## src/inc/smsp_regs.vh

```
// register map, field positions, reset values and timing constants of the serial module spi port
// Behaviour
// RULE_01 - mode codes 000..100 select master at sys/4, sys/16, sys/64, sub clock, timer/2
// RULE_02 - code 101 spi slave, 110 two-wire slave, 111 unused; resets to 111
// RULE_03 - slave takes its shift clock from the external master, never drives it
// RULE_04 - enable 0 releases all four lines and stops the module logic
// RULE_05 - raising enable leaves control register contents unchanged
// RULE_06 - slave select rising mid-byte sets incomplete and complete flags together
// RULE_07 - interrupt request rises on incomplete condition when its enable is set
// RULE_08 - software writing 1 to incomplete flag never sets complete flag
// RULE_09 - incomplete flag only works in spi slave mode
// RULE_10 - idle level bit 0 holds clock high, 1 holds clock low
// RULE_11 - select enable 1 activates select pin, 0 leaves it floating
// RULE_12 - master starts every transfer and alone drives the clock
// RULE_13 - one eight-bit data register shifts out and in concurrently
// RULE_14 - software loads byte before transfer, reads received byte from same register
// RULE_15 - control 2 bits 7..6 are plain storage, reset 0
// RULE_16 - control 0 bit 4 reads zero
// RULE_17 - debounce bits do not affect spi operation
// RULE_18 - byte completion sets complete flag; only software clears it
// RULE_19 - data write during transfer is discarded and sets collision flag
// RULE_20 - bit order 1 shifts msb first, 0 lsb first
// RULE_21 - edge select with idle level picks rising or falling capture edge
// RULE_22 - master data write starts an eight-clock byte at selected rate
// RULE_23 - slave with select enabled shifts only while select is low
`ifndef SMSP_REGS_VH
`define SMSP_REGS_VH
`define SMSP_OFS_CTRL0 12'h000
`define SMSP_OFS_CTRL2 12'h004
`define SMSP_OFS_DATA 12'h008
`define SMSP_OFS_IEN 12'h00C
`define SMSP_CTRL0_RST 8'hE0
`define SMSP_CTRL2_RST 8'h00
`define SMSP_DATA_RST 8'h00
`define SMSP_MODE_HI 7
`define SMSP_MODE_LO 5
`define SMSP_DEB_HI 3
`define SMSP_DEB_LO 2
`define SMSP_EN_BIT 1
`define SMSP_ICF_BIT 0
`define SMSP_SPARE_HI 7
`define SMSP_SPARE_LO 6
`define SMSP_IDLE_BIT 5
`define SMSP_EDGE_BIT 4
`define SMSP_ORDER_BIT 3
`define SMSP_SELECT_PIN_ENABLE_BIT 2
`define SMSP_WRITE_COLLISION_FLAG_BIT 1
`define SMSP_TRF_BIT 0
`define SMSP_IEN_TRF_BIT 0
`define SMSP_IEN_ICF_BIT 1
`define SMSP_MODE_DIV4 3'h0
`define SMSP_MODE_DIV16 3'h1
`define SMSP_MODE_DIV64 3'h2
`define SMSP_MODE_SUB 3'h3
`define SMSP_MODE_TMR 3'h4
`define SMSP_MODE_SLAVE 3'h5
`define SMSP_DIV4_HALF 6'h01
`define SMSP_DIV16_HALF 6'h07
`define SMSP_DIV64_HALF 6'h1F
`endif

```

## src/hw/smsp_spi_port.v

```verilog
// spi port of the serial module: apb registers, master clock generator and shift engine
//
// The address map and the APB interface to the registers are this design's own decisions.
`include "smsp_regs.vh"
module smsp_spi_port (
    input wire pclk,
    input wire presetn,
    input wire psel,
    input wire penable,
    input wire pwrite,
    input wire [11:0] paddr,
    input wire [31:0] pwdata,
    output reg [31:0] prdata,
    output reg pready,
    output reg pslverr,
    input wire sub_clk_tick,
    input wire tmr_match_tick,
    input wire sck_in,
    output reg sck_out,
    output reg sck_oe_n,
    input wire sdi_in,
    output reg sdo_out,
    output reg sdo_oe_n,
    input wire scs_n_in,
    output reg scs_n_out,
    output reg scs_oe_n,
    output reg irq
);
    reg [7:0] ctrl0_r;
    reg [7:0] ctrl2_r;
    reg [7:0] data_r;
    reg [1:0] ien_r;
    reg [2:0] sck_s_r;
    reg [2:0] sdi_s_r;
    reg [2:0] scs_s_r;
    reg [5:0] div_r;
    reg half_r;
    reg [3:0] bits_r;
    reg lead_r;
    reg sck_int_r;
    reg sdo_r;
    reg cap_bit_r;
    reg [7:0] rx_r;
    reg [2:0] cap_dly_r;
    reg [3:0] rxc_r;
    localparam ST_IDLE = 4'b0001;
    localparam ST_MXFER = 4'b0010;
    localparam ST_SXFER = 4'b0100;
    localparam ST_MWAIT = 4'b1000;
    reg [3:0] state_r;

    wire [2:0] mode = ctrl0_r[`SMSP_MODE_HI:`SMSP_MODE_LO];
    wire enable = ctrl0_r[`SMSP_EN_BIT];
    wire idle_lvl = ctrl2_r[`SMSP_IDLE_BIT];
    wire edge_sel = ctrl2_r[`SMSP_EDGE_BIT];
    wire msb_first = ctrl2_r[`SMSP_ORDER_BIT];
    wire select_pin_enable = ctrl2_r[`SMSP_SELECT_PIN_ENABLE_BIT];
    wire is_master = enable && (mode <= `SMSP_MODE_TMR); // RULE_01
    wire is_slave = enable && (mode == `SMSP_MODE_SLAVE); // RULE_02
    // idle level of sck: bit 0 gives high idle
    wire idle_sck = ~idle_lvl; // RULE_10
    // capture on the edge leaving idle when edge_sel is 1, on the edge returning to idle when 0
    // idle high: 0 rising(return to idle), 1 falling; idle low: 0 falling, 1 rising
    wire cap_on_leave = edge_sel; // RULE_21
    wire sck_f = sck_s_r[1];
    wire sck_rise = sck_s_r[1] & ~sck_s_r[2];
    wire sck_fall = ~sck_s_r[1] & sck_s_r[2];
    wire sck_leave = idle_sck ? sck_fall : sck_rise;
    wire sck_back = idle_sck ? sck_rise : sck_fall;
    wire scs_low = ~scs_s_r[1];
    wire scs_rise = scs_s_r[1] & ~scs_s_r[2];
    wire slave_sel = ~select_pin_enable | scs_low; // RULE_23
    wire busy = (state_r != ST_IDLE);
    wire wr = psel & penable & pwrite;
    wire rd = psel & ~pwrite & ~penable;
    wire hit = (paddr == `SMSP_OFS_CTRL0) | (paddr == `SMSP_OFS_CTRL2) |
               (paddr == `SMSP_OFS_DATA) | (paddr == `SMSP_OFS_IEN);
    wire wr_data = wr & (paddr == `SMSP_OFS_DATA);
    wire wr_c0 = wr & (paddr == `SMSP_OFS_CTRL0);
    wire wr_c2 = wr & (paddr == `SMSP_OFS_CTRL2);
    wire start_m = wr_data & ~busy & is_master; // RULE_22
    wire [5:0] half_max = (mode == `SMSP_MODE_DIV4) ? `SMSP_DIV4_HALF :
                          (mode == `SMSP_MODE_DIV16) ? `SMSP_DIV16_HALF : `SMSP_DIV64_HALF;
    // one tick per half period of the bit clock
    wire half_tick = (mode == `SMSP_MODE_SUB) ? sub_clk_tick :
                     (mode == `SMSP_MODE_TMR) ? tmr_match_tick : (div_r == half_max);
    wire tx_bit = msb_first ? data_r[7] : data_r[0]; // RULE_20
    // master events: leading and trailing half-edges of the generated clock
    wire m_edge = (state_r == ST_MXFER) & half_tick;
    wire m_lead = m_edge & ~half_r;
    wire m_trail = m_edge & half_r;
    wire m_cap = cap_on_leave ? m_lead : m_trail;
    wire m_shift = cap_on_leave ? m_trail : m_lead;
    wire s_act = (state_r == ST_SXFER) | ((state_r == ST_IDLE) & is_slave & slave_sel);
    wire s_cap = s_act & slave_sel & (cap_on_leave ? sck_leave : sck_back); // RULE_03
    wire s_shift = s_act & slave_sel & (cap_on_leave ? sck_back : sck_leave);
    wire abort = (state_r == ST_SXFER) & select_pin_enable & scs_rise; // RULE_06
    wire m_done = m_trail & (bits_r == 4'h7);
    // master receive: output register plus two sync stages delay the sdi sample by three cycles
    wire rx_take = cap_dly_r[2];
    wire [7:0] rx_next = msb_first ? {rx_r[6:0], sdi_s_r[1]} : {sdi_s_r[1], rx_r[7:1]};
    wire m_fin = (state_r == ST_MWAIT) & ((rxc_r == 4'h8) | (rx_take & (rxc_r == 4'h7)));
    wire s_done = s_cap & (bits_r == 4'h7) & ~cap_on_leave | s_shift & (bits_r == 4'h8) & cap_on_leave;
    wire done = m_fin | (s_done & (state_r == ST_SXFER)) | abort;
    wire [7:0] shifted = msb_first ? {data_r[6:0], cap_bit_r} : {cap_bit_r, data_r[7:1]}; // RULE_13

    always @(posedge pclk or negedge presetn) begin
        if (!presetn) begin
            sck_s_r <= 3'h7;
            sdi_s_r <= 3'h0;
            scs_s_r <= 3'h7;
        end else begin
            sck_s_r <= {sck_s_r[1:0], sck_in};
            sdi_s_r <= {sdi_s_r[1:0], sdi_in};
            scs_s_r <= {scs_s_r[1:0], scs_n_in};
        end
    end

    always @(posedge pclk or negedge presetn) begin
        if (!presetn) begin
            div_r <= 6'h00;
        end else if (state_r != ST_MXFER || half_tick) begin
            div_r <= 6'h00;
        end else begin
            div_r <= div_r + 6'h01;
        end
    end

    // apb answers in the access cycle with zero wait
    always @(posedge pclk or negedge presetn) begin
        if (!presetn) begin
            ctrl0_r <= `SMSP_CTRL0_RST;
            ctrl2_r <= `SMSP_CTRL2_RST;
            ien_r <= 2'h0;
            prdata <= 32'h0000_0000;
            pready <= 1'b0;
            pslverr <= 1'b0;
        end else begin
            pready <= psel & ~penable;
            pslverr <= psel & ~penable & ~hit;
            if (rd) begin
                case (paddr)
                    `SMSP_OFS_CTRL0: prdata <= {24'h0, ctrl0_r[7:5], 1'b0, ctrl0_r[3:0]}; // RULE_16
                    `SMSP_OFS_CTRL2: prdata <= {24'h0, ctrl2_r};
                    `SMSP_OFS_DATA: prdata <= {24'h0, data_r}; // RULE_14
                    `SMSP_OFS_IEN: prdata <= {30'h0, ien_r};
                    default: prdata <= 32'h0000_0000;
                endcase
            end
            // control bits kept across enable changes; debounce bits stored only
            if (wr_c0) begin
                ctrl0_r[7:1] <= pwdata[7:1]; // RULE_05 RULE_17
            end
            if (wr_c2) begin
                ctrl2_r[7:2] <= pwdata[7:2]; // RULE_15
            end
            if (wr & (paddr == `SMSP_OFS_IEN)) begin
                ien_r <= pwdata[1:0];
            end
            // flags: hardware set wins over software write
            if (wr_c0) begin
                ctrl0_r[`SMSP_ICF_BIT] <= pwdata[0] & (mode == `SMSP_MODE_SLAVE); // RULE_08 RULE_09
            end
            if (abort) begin
                ctrl0_r[`SMSP_ICF_BIT] <= 1'b1; // RULE_06 RULE_09
            end
            if (wr_c2) begin
                ctrl2_r[`SMSP_WRITE_COLLISION_FLAG_BIT] <= pwdata[1];
                ctrl2_r[`SMSP_TRF_BIT] <= pwdata[0];
            end
            if (wr_data & busy) begin
                ctrl2_r[`SMSP_WRITE_COLLISION_FLAG_BIT] <= 1'b1; // RULE_19
            end
            if (done) begin
                ctrl2_r[`SMSP_TRF_BIT] <= 1'b1; // RULE_18
            end
        end
    end

    always @(posedge pclk or negedge presetn) begin
        if (!presetn) begin
            state_r <= ST_IDLE;
            data_r <= `SMSP_DATA_RST;
            bits_r <= 4'h0;
            half_r <= 1'b0;
            sck_int_r <= 1'b1;
            sdo_r <= 1'b1;
            cap_bit_r <= 1'b0;
            lead_r <= 1'b0;
            rx_r <= 8'h00;
            cap_dly_r <= 3'h0;
            rxc_r <= 4'h0;
        end else if (!enable) begin
            state_r <= ST_IDLE; // RULE_04
            cap_dly_r <= 3'h0;
            rxc_r <= 4'h0;
            bits_r <= 4'h0;
            half_r <= 1'b0;
            lead_r <= 1'b0;
            sck_int_r <= idle_sck;
            if (wr_data) begin
                data_r <= pwdata[7:0];
            end
        end else begin
            cap_dly_r <= {cap_dly_r[1:0], m_cap};
            if (rx_take) begin
                rx_r <= rx_next; // RULE_13
                rxc_r <= rxc_r + 4'h1;
            end
            case (state_r)
                ST_IDLE: begin
                    sck_int_r <= idle_sck;
                    bits_r <= 4'h0;
                    half_r <= 1'b0;
                    if (wr_data) begin
                        data_r <= pwdata[7:0]; // RULE_14
                        sdo_r <= msb_first ? pwdata[7] : pwdata[0];
                    end
                    if (start_m) begin
                        state_r <= ST_MXFER; // RULE_12
                        rxc_r <= 4'h0;
                        lead_r <= 1'b0;
                    end else if (is_slave && slave_sel && (s_cap || s_shift)) begin
                        state_r <= ST_SXFER; // RULE_12
                        if (s_cap) begin
                            cap_bit_r <= sdi_s_r[1];
                            bits_r <= 4'h1;
                            lead_r <= 1'b1;
                        end
                    end else if (!wr_data) begin
                        sdo_r <= tx_bit;
                    end
                end
                ST_MXFER: begin
                    if (half_tick) begin
                        half_r <= ~half_r;
                        sck_int_r <= half_r ? idle_sck : ~idle_sck;
                    end
                    if (m_cap) begin
                        cap_bit_r <= sdi_s_r[1];
                        lead_r <= 1'b1;
                    end
                    if (m_shift && lead_r) begin
                        data_r <= shifted;
                        sdo_r <= msb_first ? data_r[6] : data_r[1];
                        lead_r <= 1'b0;
                        bits_r <= bits_r + 4'h1;
                    end
                    if (m_done) begin
                        state_r <= ST_MWAIT;
                    end
                end
                // clock finished; wait for the last delayed sdi sample
                ST_MWAIT: begin
                    if (m_fin) begin
                        data_r <= (rxc_r == 4'h8) ? rx_r : rx_next; // RULE_14
                        state_r <= ST_IDLE;
                    end
                end
                ST_SXFER: begin
                    if (s_cap) begin
                        cap_bit_r <= sdi_s_r[1];
                        lead_r <= 1'b1;
                        if (!cap_on_leave) begin
                            bits_r <= bits_r + 4'h1;
                            data_r <= msb_first ? {data_r[6:0], sdi_s_r[1]} : {sdi_s_r[1], data_r[7:1]};
                            sdo_r <= msb_first ? data_r[6] : data_r[1];
                        end
                    end
                    if (s_shift && lead_r && cap_on_leave) begin
                        data_r <= shifted;
                        sdo_r <= msb_first ? data_r[6] : data_r[1];
                        bits_r <= bits_r + 4'h1;
                        lead_r <= 1'b0;
                    end
                    if (s_done || abort || !is_slave) begin
                        state_r <= ST_IDLE;
                    end
                end
                default: state_r <= ST_IDLE;
            endcase
        end
    end

    // pin drivers: enables are active low while driving
    always @(posedge pclk or negedge presetn) begin
        if (!presetn) begin
            sck_out <= 1'b1;
            sck_oe_n <= 1'b1;
            sdo_out <= 1'b1;
            sdo_oe_n <= 1'b1;
            scs_n_out <= 1'b1;
            scs_oe_n <= 1'b1;
            irq <= 1'b0;
        end else begin
            sck_out <= sck_int_r;
            sck_oe_n <= ~is_master; // RULE_03 RULE_04
            sdo_out <= sdo_r;
            sdo_oe_n <= ~(is_master | (is_slave & slave_sel)); // RULE_04
            // master drives select low during a byte when select pin enabled
            scs_n_out <= ~(state_r == ST_MXFER);
            scs_oe_n <= ~(is_master & select_pin_enable); // RULE_11
            irq <= (ien_r[`SMSP_IEN_TRF_BIT] & ctrl2_r[`SMSP_TRF_BIT]) |
                   (ien_r[`SMSP_IEN_ICF_BIT] & ctrl0_r[`SMSP_ICF_BIT]); // RULE_07
        end
    end
endmodule

```

## config.mk

```make
export PLATFORM = sky130hd
export DESIGN_NAME = smsp_spi_port
export DESIGN_NICKNAME = d
export VERILOG_FILES = /design/src/hw/smsp_spi_port.v
export VERILOG_INCLUDE_DIRS = /design/src /design/src/inc
export SDC_FILE = /design/constraint.sdc
export NUM_CORES = 1
export LEC_CHECK = 0
export BUFFER_PORTS_ARGS = -buffer_cell sky130_fd_sc_hd__buf_2
export CAP_MARGIN = 20
export CORE_MARGIN = 2
export CORE_UTILIZATION = 25
export DETAILED_ROUTE_END_ITERATION = 10
export PLACE_DENSITY = 0.43
export SLEW_MARGIN = 20
export SYNTH_ARGS = -nofsm -noshare
export SYNTH_HDL_FRONTEND = slang
export SYNTH_SLANG_ARGS = --single-unit
```

## constraint.sdc

```tcl
create_clock -name pclk -period 2.4 [get_ports pclk]
set_input_delay 0.12 -clock pclk [delete_from_list [all_inputs] [get_ports pclk]]
set_output_delay 0.12 -clock pclk [all_outputs]
set_load 0.01 [all_outputs]
```

# Word-level counts from Yosys, hierarchy flattened
# Index checks and enable logic that the tools add are counted.
totals:
  regBits: 109
  inputBits: 54
  out_inout_bits: 41
  word_cells: 245
op_classes:
  n_addsub: 3
  n_lt_le_gt_ge: 1
  eq_ne: 36
  muxes: 82
  bitwise_logic: 66
  reduce_logical: 26
ops:
  columns: ["op", "count"]
  rows:
  - ["$mux 8", 11]
  - ["$pmux 8 s4", 2]
  - ["$mux 4", 15]
  - ["$mux 1", 42]
  - ["$and 1x1->1", 39]
  - ["$eq 12x4->1 const B", 2]
  - ["$not 1->1", 16]
  - ["$pmux 4 s4", 1]
  - ["$reduce_and 5->1", 3]
  - ["$eq 12x3->1 const B", 1]
  - ["$eq 4x3->1 const B", 3]
  - ["$eq 4x4->1 const B", 3]
  - ["$logic_not 12->1", 1]
  - ["$ne 3x3->1 const B", 4]
  - ["$ne 4x3->1 const B", 3]
  - ["$pmux 4 s3", 1]
  - ["$or 1x1->1", 11]
  - ["$mux 5", 2]
  - ["$ne 3x2->1 const B", 3]
  - ["$pmux 1 s3", 3]
  - ["$add 4x1->4 const B", 2]
  - ["$ne 4x1->1 const B", 2]
  - ["$reduce_and 4->1", 2]
  - ["$logic_and 1x1->1", 7]
  - ["25 further kinds", 35]

# Depth between registers and ports, before layout
# Gate-level depths: netlist (run 1).
depth:
  ltp_word: 15
  ltp_mapped: 9

# Worst setup path after synthesis (run 1)
# No wires, ideal clock.
synth_timing:
  path_kind: "flip-flop to flip-flop"
  from: "register state_r[0]"
  to: "register data_r[7]"
  setup_ns: 0.136
  arrival_time_ns: 2.077
  slack_ns: 0.187
  path_stages_with_launch: 8
  period_less_slack_ns: 2.213
  cell_sequence: "dfstp_2 buf_2 or4b_1 o21a_1 nand4b_1 mux2i_1 a221oi_1 o22ai_1"
synth_via:
  elab_chain_len: 11
  word_cells_on_any_way: 27
  cone_classes: "eq/ne: 9; mux: 4; bitwise: 10; reduce/logical: 4"
synth_rtl:
  columns: ["item", "line", "text"]
  rows:
  - ["from (decl)", "smsp_spi_port.v:50", "reg [3:0] state_r;"]
  - ["from (signal assigned)", "smsp_spi_port.v:182", "state_r <= ST_IDLE;"]
  - ["from (signal assigned)", "smsp_spi_port.v:194", "state_r <= ST_IDLE;"]
  - ["from (signal assigned)", "smsp_spi_port.v:220", "state_r <= ST_MXFER;"]
  - ["$eq 4x1->1", "smsp_spi_port.v:94, smsp_spi_port.v:210", null]
  - ["$and 1x1->1 (2 in series)", "smsp_spi_port.v:94", "wire s_act = (state_r == ST_SXFER) | ((state_r == ST_IDLE) & is_slave & slave_sel);"]
  - ["$or 1x1->1", "smsp_spi_port.v:94", null]
  - ["$and 1x1->1", "smsp_spi_port.v:95, smsp_spi_port.v:96", null]
  - ["$and 1x1->1", "smsp_spi_port.v:96", "wire s_shift = s_act & slave_sel & (cap_on_leave ? sck_back : sck_leave);"]
  - ["$logic_and 1x1->1 (2 in series)", "smsp_spi_port.v:270", "if (s_shift && lead_r && cap_on_leave) begin"]
  - ["$mux 8", "smsp_spi_port.v:270", null]
  - ["$pmux 8 s4", "smsp_spi_port.v:210", "case (state_r)"]
  - ["$mux 8", "smsp_spi_port.v:193", "end else if (!enable) begin"]
  - ["to (signal assigned)", "smsp_spi_port.v:202", "data_r <= pwdata[7:0];"]
  - ["to (signal assigned)", "smsp_spi_port.v:216", "data_r <= pwdata[7:0];"]
  - ["to (signal assigned)", "smsp_spi_port.v:271", "data_r <= shifted;"]
  - ["to (decl)", "smsp_spi_port.v:31", "reg [7:0] data_r;"]
# Several ways; a longest one is shown, not always the timed one.
# A chain may end at the register's enable or synchronous reset.

# Final worst setup path (run 1)
layout_timing:
  from: "register state_r[2]"
  to: "register data_r[0]"
# Same word-level chain as after synthesis.

==> impl_metrics.ini, run 1 <==
[yosys]
synthesis.area_sq_um = 4800
postSynthRegisterBits = 84
synth.yosys.warnings = 0
synth_cell_type_count = 73
synth_async_sr_flop_share = 1.00
dominantRegCellSynth = dfrtp_1
synthCells = 488
synth.yosys.seq_area_share = 0.443
syn_avg_cell_area_sq_um = 9.83
synth-edff-count = 0

[clocking]
root_buffer = clkbuf_16
cts.reportedPaths.clkPinSlew_ns = 0.07
cts_tree = done
ctsLongestPathBuffers = 2
tritoncts.num_buffers = 9
clock_sinks = 84
clkLatencyLatePin_ns = 0.35
cts.htree.levels = 3

[grt]
groute.usage.overall = 0.134
overflow = 0
first_global_vias = 3783
number_of_antenna_violations_at_the_first_check_in_global_routing = 0
grt_pass1_wl_mm = 20.9
pin_count_of_the_biggest_net_entering_global_routing = 42

[die]
die_h_um = 143
fp.coreArea_sq_um = 18800
initial_utilization = 0.256
die_area_sq_um = 20300
die_w_um = 143
ios = 95
num_rows = 50

[routing]
met3WireLength_um = 593
route.vias.total = 3804
detailed_route_wirelength_on_metal2_mm = 5.81
starting_drt_drc_count = 213
via_count_normalized_by_instance_count = 4.77
route.detailed.drc = 0
m1WireLength_mm = 6.40
route.antenna.remaining_nets = 0
first_pass_iters = 4
routed_wirelength_mm = 13.2
drt-wirelength-per-cell_um = 16.5
top_layer = met4

[finish]
multiInputGateArea_sq_um = 2400
finalNetCount = 617
final_layout_size_suffix_gt1_frac = 0.265
antenna_cells = 0
areaGrowthSynthToFinish_pct = 20.2
fillCellCount = 1926
stdcell_area_sq_um = 5770
final_util = 0.307
storage_element_area_sq_um = 2120

[worst_setup_path]
crit_path_end_kind = flip-flop
timing.critical_path.slowest_cell_delay_ns = 0.53
timing.critical_path.buf_inv = 0
timing.reg2reg.worst_path_depth = 6
worst-path-max-fanout = 7
crit_type = flip-flop to flip-flop
timing.critical_path.max_delay_family = simple AND/OR/NAND/NOR gates
crit_slowest_cell = or4b_1
cp_data_arrival_time_ns = 2.54
ff2ff_setup_slack_ns = 0.09
path_cells = or4b_1 -> o21a_1 -> nand4b_1 -> mux2i_1 -> a221oi_1 -> o22ai_1
crit_path_start_kind = flip-flop
worst-path-stages = 6
worst_path_required_ns = 2.63

[sta]
unrepaired_setup_endpoints_after_global_routing = no
timing_max_transition_violations_final = 0
timing_worst_slew_pin_value_ns = 0.676
max_freq_mhz = 433
final.period_utilization = 0.962
timing.clock.skew_ns = 0.00730
final_setup_fails = 0
slew_headroom = 0.550
tns_ns = 0
min_cycle_time_layout_ns = 2.31
timing_hold_violations_final = 0

[hold_path]
hold_path.class = input port to flip-flop
worst_hold_path.num_cells = 2

[placed_design]
io_buffers = 46
routabilityCongestion = 0.827
post-dp-hpwl_mm = 10.0
placedInstanceArea_sq_um = 5370

[outcome]
run_status = complete, no violations

[power]
largest_voltage_drop_on_the_vdd_net_mv = 0.282
cellLeakagePower_nw = 2.46
power_density_nw_per_um2 = 537

[run]
timing.max_cap.violations = 0
==> sequential cells by signal, indices dropped and copies added (netlist names), 2 cells and up <==
signal and count:
sdi_s_r 2, bits_r 4, ien_r 2, rxc_r 4, sck_s_r 3, data_r 8, scs_s_r 3, state_r 4
ctrl0_r 7, prdata 8, cap_dly_r 3, div_r 6, ctrl2_r 8, rx_r 8
==> Yosys cell counts, types with 9 or more instances <==
cell | count | area (sq um)
inv_1 | 14 | 52.6
nand3_1 | 14 | 70.1
nor2_1 | 52 | 195
o31ai_1 | 9 | 67.6
mux2i_1 | 29 | 290
and2_1 | 9 | 56.3
dfstp_2 | 18 | 473
o22ai_1 | 11 | 68.8
dfrtp_1 | 66 | 1650
buf_4 | 25 | 188
mux2_2 | 14 | 158
clkbuf_1 | 11 | 41.3
a21oi_1 | 32 | 160
nand2_1 | 37 | 139
buf_2 | 10 | 50.1
==> logic make-up (layout without fill, tap and decap cells) <==
group | count (synthesis) | count (layout) | synth area share
flops | 84 | 84 | 0.443
mux | 46 | 46 | 0.105
other cells | 1 | 24 | 0.000782
simple gates | 165 | 165 | 0.178
compound gates | 110 | 110 | 0.162
fa+ha+maj | 5 | 5 | 0.0130
xor+xnor | 11 | 11 | 0.0201
buf+inv | 66 | 118 | 0.0785
==> metal layers <==
| metal | global-route usage | vias to the layer above |
|---|---|---|
| li1 | - | 1860 |
| met1 | 0.182 | 1816 |
| met2 | 0.205 | 105 |
| met3 | 0.0256 | 23 |
| met4 | 0.0636 | 0 |
| met5 | 0 | - |
==> cell type report <==
class                           instances  share of cell area
Multi-Input combinational cell        361               0.417
Sequential cell                        84               0.368
Timing Repair Buffer                   87              0.0980
Tap cell                              234              0.0507
Clock buffer                            9              0.0390
Clock inverter                          7              0.0173
Inverter                               15             0.00976
==> metrics by stage <==
| stage | instances | total power, mW | setup slack [ns] | hold slack, ns |
|---|---|---|---|---|
| 3_5_place_dp | 776 | 1.59 | 0.147 | 0.0356 |
| 2_1_floorplan | 511 | 1.54 | 0.187 | -0.176 |
| 6_report | 797 | 3.10 | 0.0920 | 0.0272 |
| 3_3_place_gp | 776 | 1.59 | 0.152 | 0.0396 |
| 4_1_cts | 797 | 3.16 | 0.120 | 0.0103 |
| 5_1_grt | 797 | 3.24 | 0.0572 | 0.0258 |
==> cell usage in the layout (no fill, tap or decap), types with 18 or more instances in the layout <==
cell,n
conb_1,24
nor2_1,52
nand2_1,37
dfstp_2,18
buf_2,45
a21oi_1,32
dfrtp_1,66
buf_4,36
mux2i_1,29
==> final timing paths <==
path | start | endpoint
worst max-delay path | state_r[2] | data_r[0]
worst min-delay path | pwdata[4] | ctrl2_r[4]
worst max register to register | state_r[2] | data_r[0]
worst min register to register | sdi_s_r[0] | sdi_s_r[1]
max in group asynchronous | presetn | sdo_out
min in group asynchronous | presetn | div_r[5]
==> repair_timing <==
item / 4_1_cts / 5_1_grt
setup buffers: 0 / 0
hold buffers: 5 / 0
endpoints found under the hold margin: 56 / 0
endpoints found under the setup margin: 0 / 3
resized for setup: 0 / 3
==> power breakdown <==
| part | leakage, nW | switching [mW] | internal [mW] |
|---|---|---|---|
| Sequential | 1.09 | 0.00701 | 1.43 |
| Combinational | 1.22 | 0.0888 | 0.0460 |
| Clock | 0.148 | 0.611 | 0.917 |
(Power assumes the default switching activity.)
==> run 2: changes to the inputs <==
--- a/config.mk
+++ b/config.mk
@@ -8,10 +8,12 @@
 export LEC_CHECK = 0
 export BUFFER_PORTS_ARGS = -buffer_cell sky130_fd_sc_hd__buf_2
 export CAP_MARGIN = 20
+export CELL_PAD_IN_SITES_DETAIL_PLACEMENT = 1
+export CELL_PAD_IN_SITES_GLOBAL_PLACEMENT = 2
 export CORE_MARGIN = 2
 export CORE_UTILIZATION = 25
 export DETAILED_ROUTE_END_ITERATION = 10
-export PLACE_DENSITY = 0.43
+export PLACE_DENSITY = 0.62
 export SLEW_MARGIN = 20
 export SYNTH_ARGS = -nofsm -noshare
 export SYNTH_HDL_FRONTEND = slang
==> run 2 against run 1 <==
Sequential power hardly changed. Final area decreased by 0.20%. Via count up 2.0%. Hold slack lost 0.0020 ns. Register-to-register slack improved by 0.06 ns. Critical path type unchanged. Largest power group unchanged.
==> impl_metrics.ini, run 2 (same netlist as run 1, synthesis figures left out) <==
[finish]
stdcell_area_sq_um = 5760
layout.cells.most_common_list = dfrtp_1, nor2_1, buf_2
final_layout_size_suffix_gt1_frac = 0.268
mostFrequentLayoutCell = dfrtp_1
antenna_cells = 0
finalNetCount = 618
fillCellCount = 2129
areaGrowthSynthToFinish_pct = 20.0

[sta]
timing_worst_slew_pin_value_ns = 0.736
min_cycle_time_layout_ns = 2.25
timing_max_transition_violations_final = 0
max_freq_mhz = 444
slew_headroom = 0.509
timing.clock.skew_ns = 0.00936
final.period_utilization = 0.938
timing_hold_violations_final = 0
unrepaired_setup_endpoints_after_global_routing = no
final_setup_fails = 0
tns_ns = 0

[worst_setup_path]
crit_type = flip-flop to flip-flop
timing.critical_path.slowest_cell_delay_ns = 0.55
timing.reg2reg.worst_path_depth = 6
worst-path-max-fanout = 6
path_cells = or4b_1 -> buf_4 -> or3_1 -> o211ai_1 -> o21ai_0 -> o311a_1
cp_data_arrival_time_ns = 2.49
crit_slowest_cell = or4b_1
crit_path_start_kind = flip-flop
worst_path_required_ns = 2.64
crit_path_end_kind = flip-flop

[die]
ios = 95
fp.coreArea_sq_um = 18800
num_rows = 50
die_h_um = 143
initial_utilization = 0.256
die_w_um = 143
die_area_sq_um = 20300

[routing]
route.detailed.drc = 0
starting_drt_drc_count = 154
drt-wirelength-per-cell_um = 17.8
route.antenna.remaining_nets = 0
route.vias.total = 3881
via_count_normalized_by_instance_count = 4.86
routed_wirelength_mm = 14.2
first_pass_iters = 4

[clocking]
cts.reportedPaths.clkPinSlew_ns = 0.07
cts_tree = done
cts.htree.levels = 3
ctsLongestPathBuffers = 2
clock_sinks = 84
clkLatencyLatePin_ns = 0.35
root_buffer = clkbuf_16
cts_setup_buffers = 0
tritoncts.num_buffers = 9

[grt]
first_global_vias = 4040
overflow = 0
number_of_antenna_violations_at_the_first_check_in_global_routing = 0
pin_count_of_the_biggest_net_entering_global_routing = 78
groute.usage.overall = 0.146
grt_pass1_wl_mm = 22.8

[placed_design]
post-dp-hpwl_mm = 10.6
routabilityCongestion = 0.793
io_buffers = 46
placedInstanceArea_sq_um = 5370

[power]
power_density_nw_per_um2 = 536
cellLeakagePower_nw = 2.47
largest_voltage_drop_on_the_vdd_net_mv = 0.294
total_power_mw = 3.09

[hold_path]
worst_hold_path.num_cells = 2
hold_path.class = input port to flip-flop

[outcome]
run_status = complete, no violations

[run]
timing.max_cap.violations = 0
## run 2: area by class of cell
cell class	instances	area (sq um)	share of cell area
well taps	234	293	0.0508
inverters	15	56.3	0.00978
repair buffers	88	564	0.0980
multi-input cells	361	2400	0.417
clock inverters	6	87.6	0.0152
flip-flops and latches	84	2130	0.369
clock buffers	10	229	0.0398
## run 2: path summary, 6_finish.rpt
path / start / endpoint / slack, ns
worst max register to register: state_r[3] / lead_r / 0.15
worst min-delay path: pwdata[6] / ctrl2_r[6] / 0.03
worst min register to register: sdi_s_r[0] / sdi_s_r[1] / 0.35
worst max-delay path: state_r[3] / lead_r / 0.15
max in group asynchronous: presetn / sck_s_r[2] / 1.37
min in group asynchronous: presetn / div_r[3] / 0.37
## run 2: where the power goes
| group | leakage (nW) | total (mW) | internal (mW) | switching (mW) |
|---|---|---|---|---|
| sequential | 1.09 | 1.44 | 1.43 | 0.00745 |
| combinational | 1.22 | 0.134 | 0.0451 | 0.0891 |
| clock | 0.157 | 1.52 | 0.914 | 0.601 |
| total | 2.47 | 3.09 | 2.39 | 0.697 |
## run 2: what timing repair did
action / 4_1_cts / 5_1_grt
endpoints found under the hold margin: 14 / 0
resized for setup: 0 / 4
hold buffers: 5 / 0
endpoints found under the setup margin: 0 / 3
## run 2: through the flow
stage / setup WS [ns] / util / cells / hold slack [ns]
3_3_place_gp: 0.127 / 0.286 / 777 / 0.225
4_1_cts: 0.0952 / 0.306 / 798 / 0.0109
6_report: 0.149 / 0.307 / 798 / 0.0252
5_1_grt: 0.0251 / 0.307 / 798 / 0.0172
3_5_place_dp: 0.122 / 0.286 / 777 / 0.226
2_1_floorplan: 0.187 / - / 511 / -0.176
## run 2: critical path: cells and delay by family, from the launching register on
kind / cells / cell delay, ns
compound gates: 3 / 0.54
buf+inv: 1 / 0.17
flops: 1 / 0.45
simple gates: 2 / 0.98
## run 2: per-layer routing
layer	GRT usage	up-vias	wire, um
met5	0	-	0
met4	0.0537	0	309
met3	0.0289	18	400
met2	0.230	72	6440
met1	0.198	1926	7050
li1	-	1865	-
==> run 3: changes to the inputs <==
--- a/config.mk
+++ b/config.mk
@@ -11,9 +11,9 @@
 export CELL_PAD_IN_SITES_DETAIL_PLACEMENT = 1
 export CELL_PAD_IN_SITES_GLOBAL_PLACEMENT = 2
 export CORE_MARGIN = 2
-export CORE_UTILIZATION = 25
+export CORE_UTILIZATION = 34
 export DETAILED_ROUTE_END_ITERATION = 10
-export PLACE_DENSITY = 0.62
+export PLACE_DENSITY = 0.8
 export SLEW_MARGIN = 20
 export SYNTH_ARGS = -nofsm -noshare
 export SYNTH_HDL_FRONTEND = slang
==> run 3 against run 2 <==
Core utilization rose by 10 points. Register-to-register slack got worse by 0.07 ns. Sequential cell count did not move. Power rose by 4.3%. Worst setup slack got worse by 0.071 ns. Global-route usage rose by 4.1 points. Critical path type unchanged. Critical endpoint is now data_r[7]. Largest power group unchanged.
==> impl_metrics.ini, run 3 (same netlist as run 1, synthesis figures left out) <==
[clocking]
cts.htree.levels = 3
ctsLongestPathBuffers = 2
clkLatencyLatePin_ns = 0.35
cts_tree = done
root_buffer = clkbuf_16
cts_setup_buffers = 0
clock_sinks = 84
cts.reportedPaths.clkPinSlew_ns = 0.06
tritoncts.num_buffers = 9

[grt]
grt_pass1_wl_mm = 21.4
overflow = 0
first_global_vias = 4003
groute.usage.overall = 0.187
pin_count_of_the_biggest_net_entering_global_routing = 46
number_of_antenna_violations_at_the_first_check_in_global_routing = 0

[routing]
starting_drt_drc_count = 178
route.antenna.remaining_nets = 0
first_pass_iters = 4
route.vias.total = 3883
route.detailed.drc = 0
drt-wirelength-per-cell_um = 17.8
via_count_normalized_by_instance_count = 5.25
routed_wirelength_mm = 13.1

[die]
initial_utilization = 0.347
fp.coreArea_sq_um = 13800
num_rows = 43
die_area_sq_um = 15100
die_w_um = 123
ios = 95
die_h_um = 123

[worst_setup_path]
timing.reg2reg.worst_path_depth = 6
crit_path_end_kind = flip-flop
timing.critical_path.max_delay_family = simple AND/OR/NAND/NOR gates
timing.critical_path.slowest_cell_delay_ns = 0.58
crit_slowest_cell = or4b_1
worst_path_required_ns = 2.61
worst-path-stages = 6
timing.critical_path.buf_inv = 0
crit_type = flip-flop to flip-flop
path_cells = or4b_1 -> o21a_1 -> nand4b_1 -> mux2i_1 -> a221oi_2 -> o22ai_1
worst-path-max-fanout = 8
crit_path_start_kind = flip-flop
cp_data_arrival_time_ns = 2.54

[sta]
final_setup_fails = 0
max_freq_mhz = 431
timing_max_transition_violations_final = 0
fin_worst_hold_slack_ns = 0.0378
timing_worst_slew_pin_value_ns = 0.606
final.period_utilization = 0.968
tns_ns = 0
min_cycle_time_layout_ns = 2.32
slew_headroom = 0.596
timing_hold_violations_final = 0
timing.clock.skew_ns = 0.00622
unrepaired_setup_endpoints_after_global_routing = no

[power]
largest_voltage_drop_on_the_vdd_net_mv = 0.347
cellLeakagePower_nw = 2.46
power_density_nw_per_um2 = 566

[placed_design]
routabilityCongestion = 0.843
post-dp-hpwl_mm = 9.94
io_buffers = 46

[finish]
finalNetCount = 613
antenna_cells = 0
layout.cells.most_common_list = dfrtp_1, nor2_1, buf_2
final_util = 0.411
areaGrowthSynthToFinish_pct = 18.5
final_layout_size_suffix_gt1_frac = 0.259
mostFrequentLayoutCell = dfrtp_1
fillCellCount = 1604

[hold_path]
hold_path.class = input port to flip-flop
worst_hold_path.num_cells = 2

[outcome]
run_status = complete, no violations

[run]
timing.max_cap.violations = 0
-- run 3: timing repair --
item	in CTS	in global routing
hold endpoints to repair	34	0
hold buffers	5	0
resized for setup	0	2
endpoints found under the setup margin	0	2
-- run 3: cell type report --
| type | count | area, sq um | area share |
|---|---|---|---|
| clock buffer | 11 | 243 | 0.0427 |
| clock inverter | 5 | 108 | 0.0189 |
| inverter | 15 | 56.3 | 0.00990 |
| multi-input combinational | 361 | 2390 | 0.421 |
| sequential | 84 | 2120 | 0.374 |
| tap | 180 | 225 | 0.0396 |
| timing repair buffer | 83 | 536 | 0.0942 |
-- run 3: final timing paths --
| path | from | end | slack (ns) |
|---|---|---|---|
| max | state_r[1] | data_r[7] | 0.08 |
| min | pwdata[4] | ctrl2_r[4] | 0.04 |
| max reg2reg | state_r[1] | data_r[7] | 0.08 |
| min reg2reg | sdi_s_r[0] | sdi_s_r[1] | 0.35 |
| max in group asynchronous | presetn | ctrl0_r[7] | 1.40 |
| min in group asynchronous | presetn | div_r[0] | 0.32 |
-- run 3: stage by stage --
stage / instance area, sq um / total power, mW / setup WS, ns / instances
floorplan: 4880 / 1.54 / 0.187 / 511
global placement: 5280 / 1.59 / 0.148 / 718
detailed placement: 5280 / 1.59 / 0.102 / 718
CTS: 5680 / 3.25 / 0.0139 / 739
global route: 5690 / 3.32 / 0.00899 / 739
finish: 5690 / 3.22 / 0.0778 / 739
-- run 3: report_power, final --
part | switching, mW | internal, mW
Sequential | 0.00749 | 1.43
Combinational | 0.0890 | 0.0458
Clock | 0.594 | 1.05
Total | 0.690 | 2.53
-- run 3: per-layer routing --
| metal | GRT usage | share of wire | up-vias |
|---|---|---|---|
| met1 | 0.240 | 0.47 | 1924 |
| met5 | 0 | 0 | - |
| li1 | - | - | 1860 |
| met3 | 0.0297 | 0.032 | 22 |
| met2 | 0.307 | 0.47 | 77 |
| met4 | 0.0876 | 0.030 | 0 |
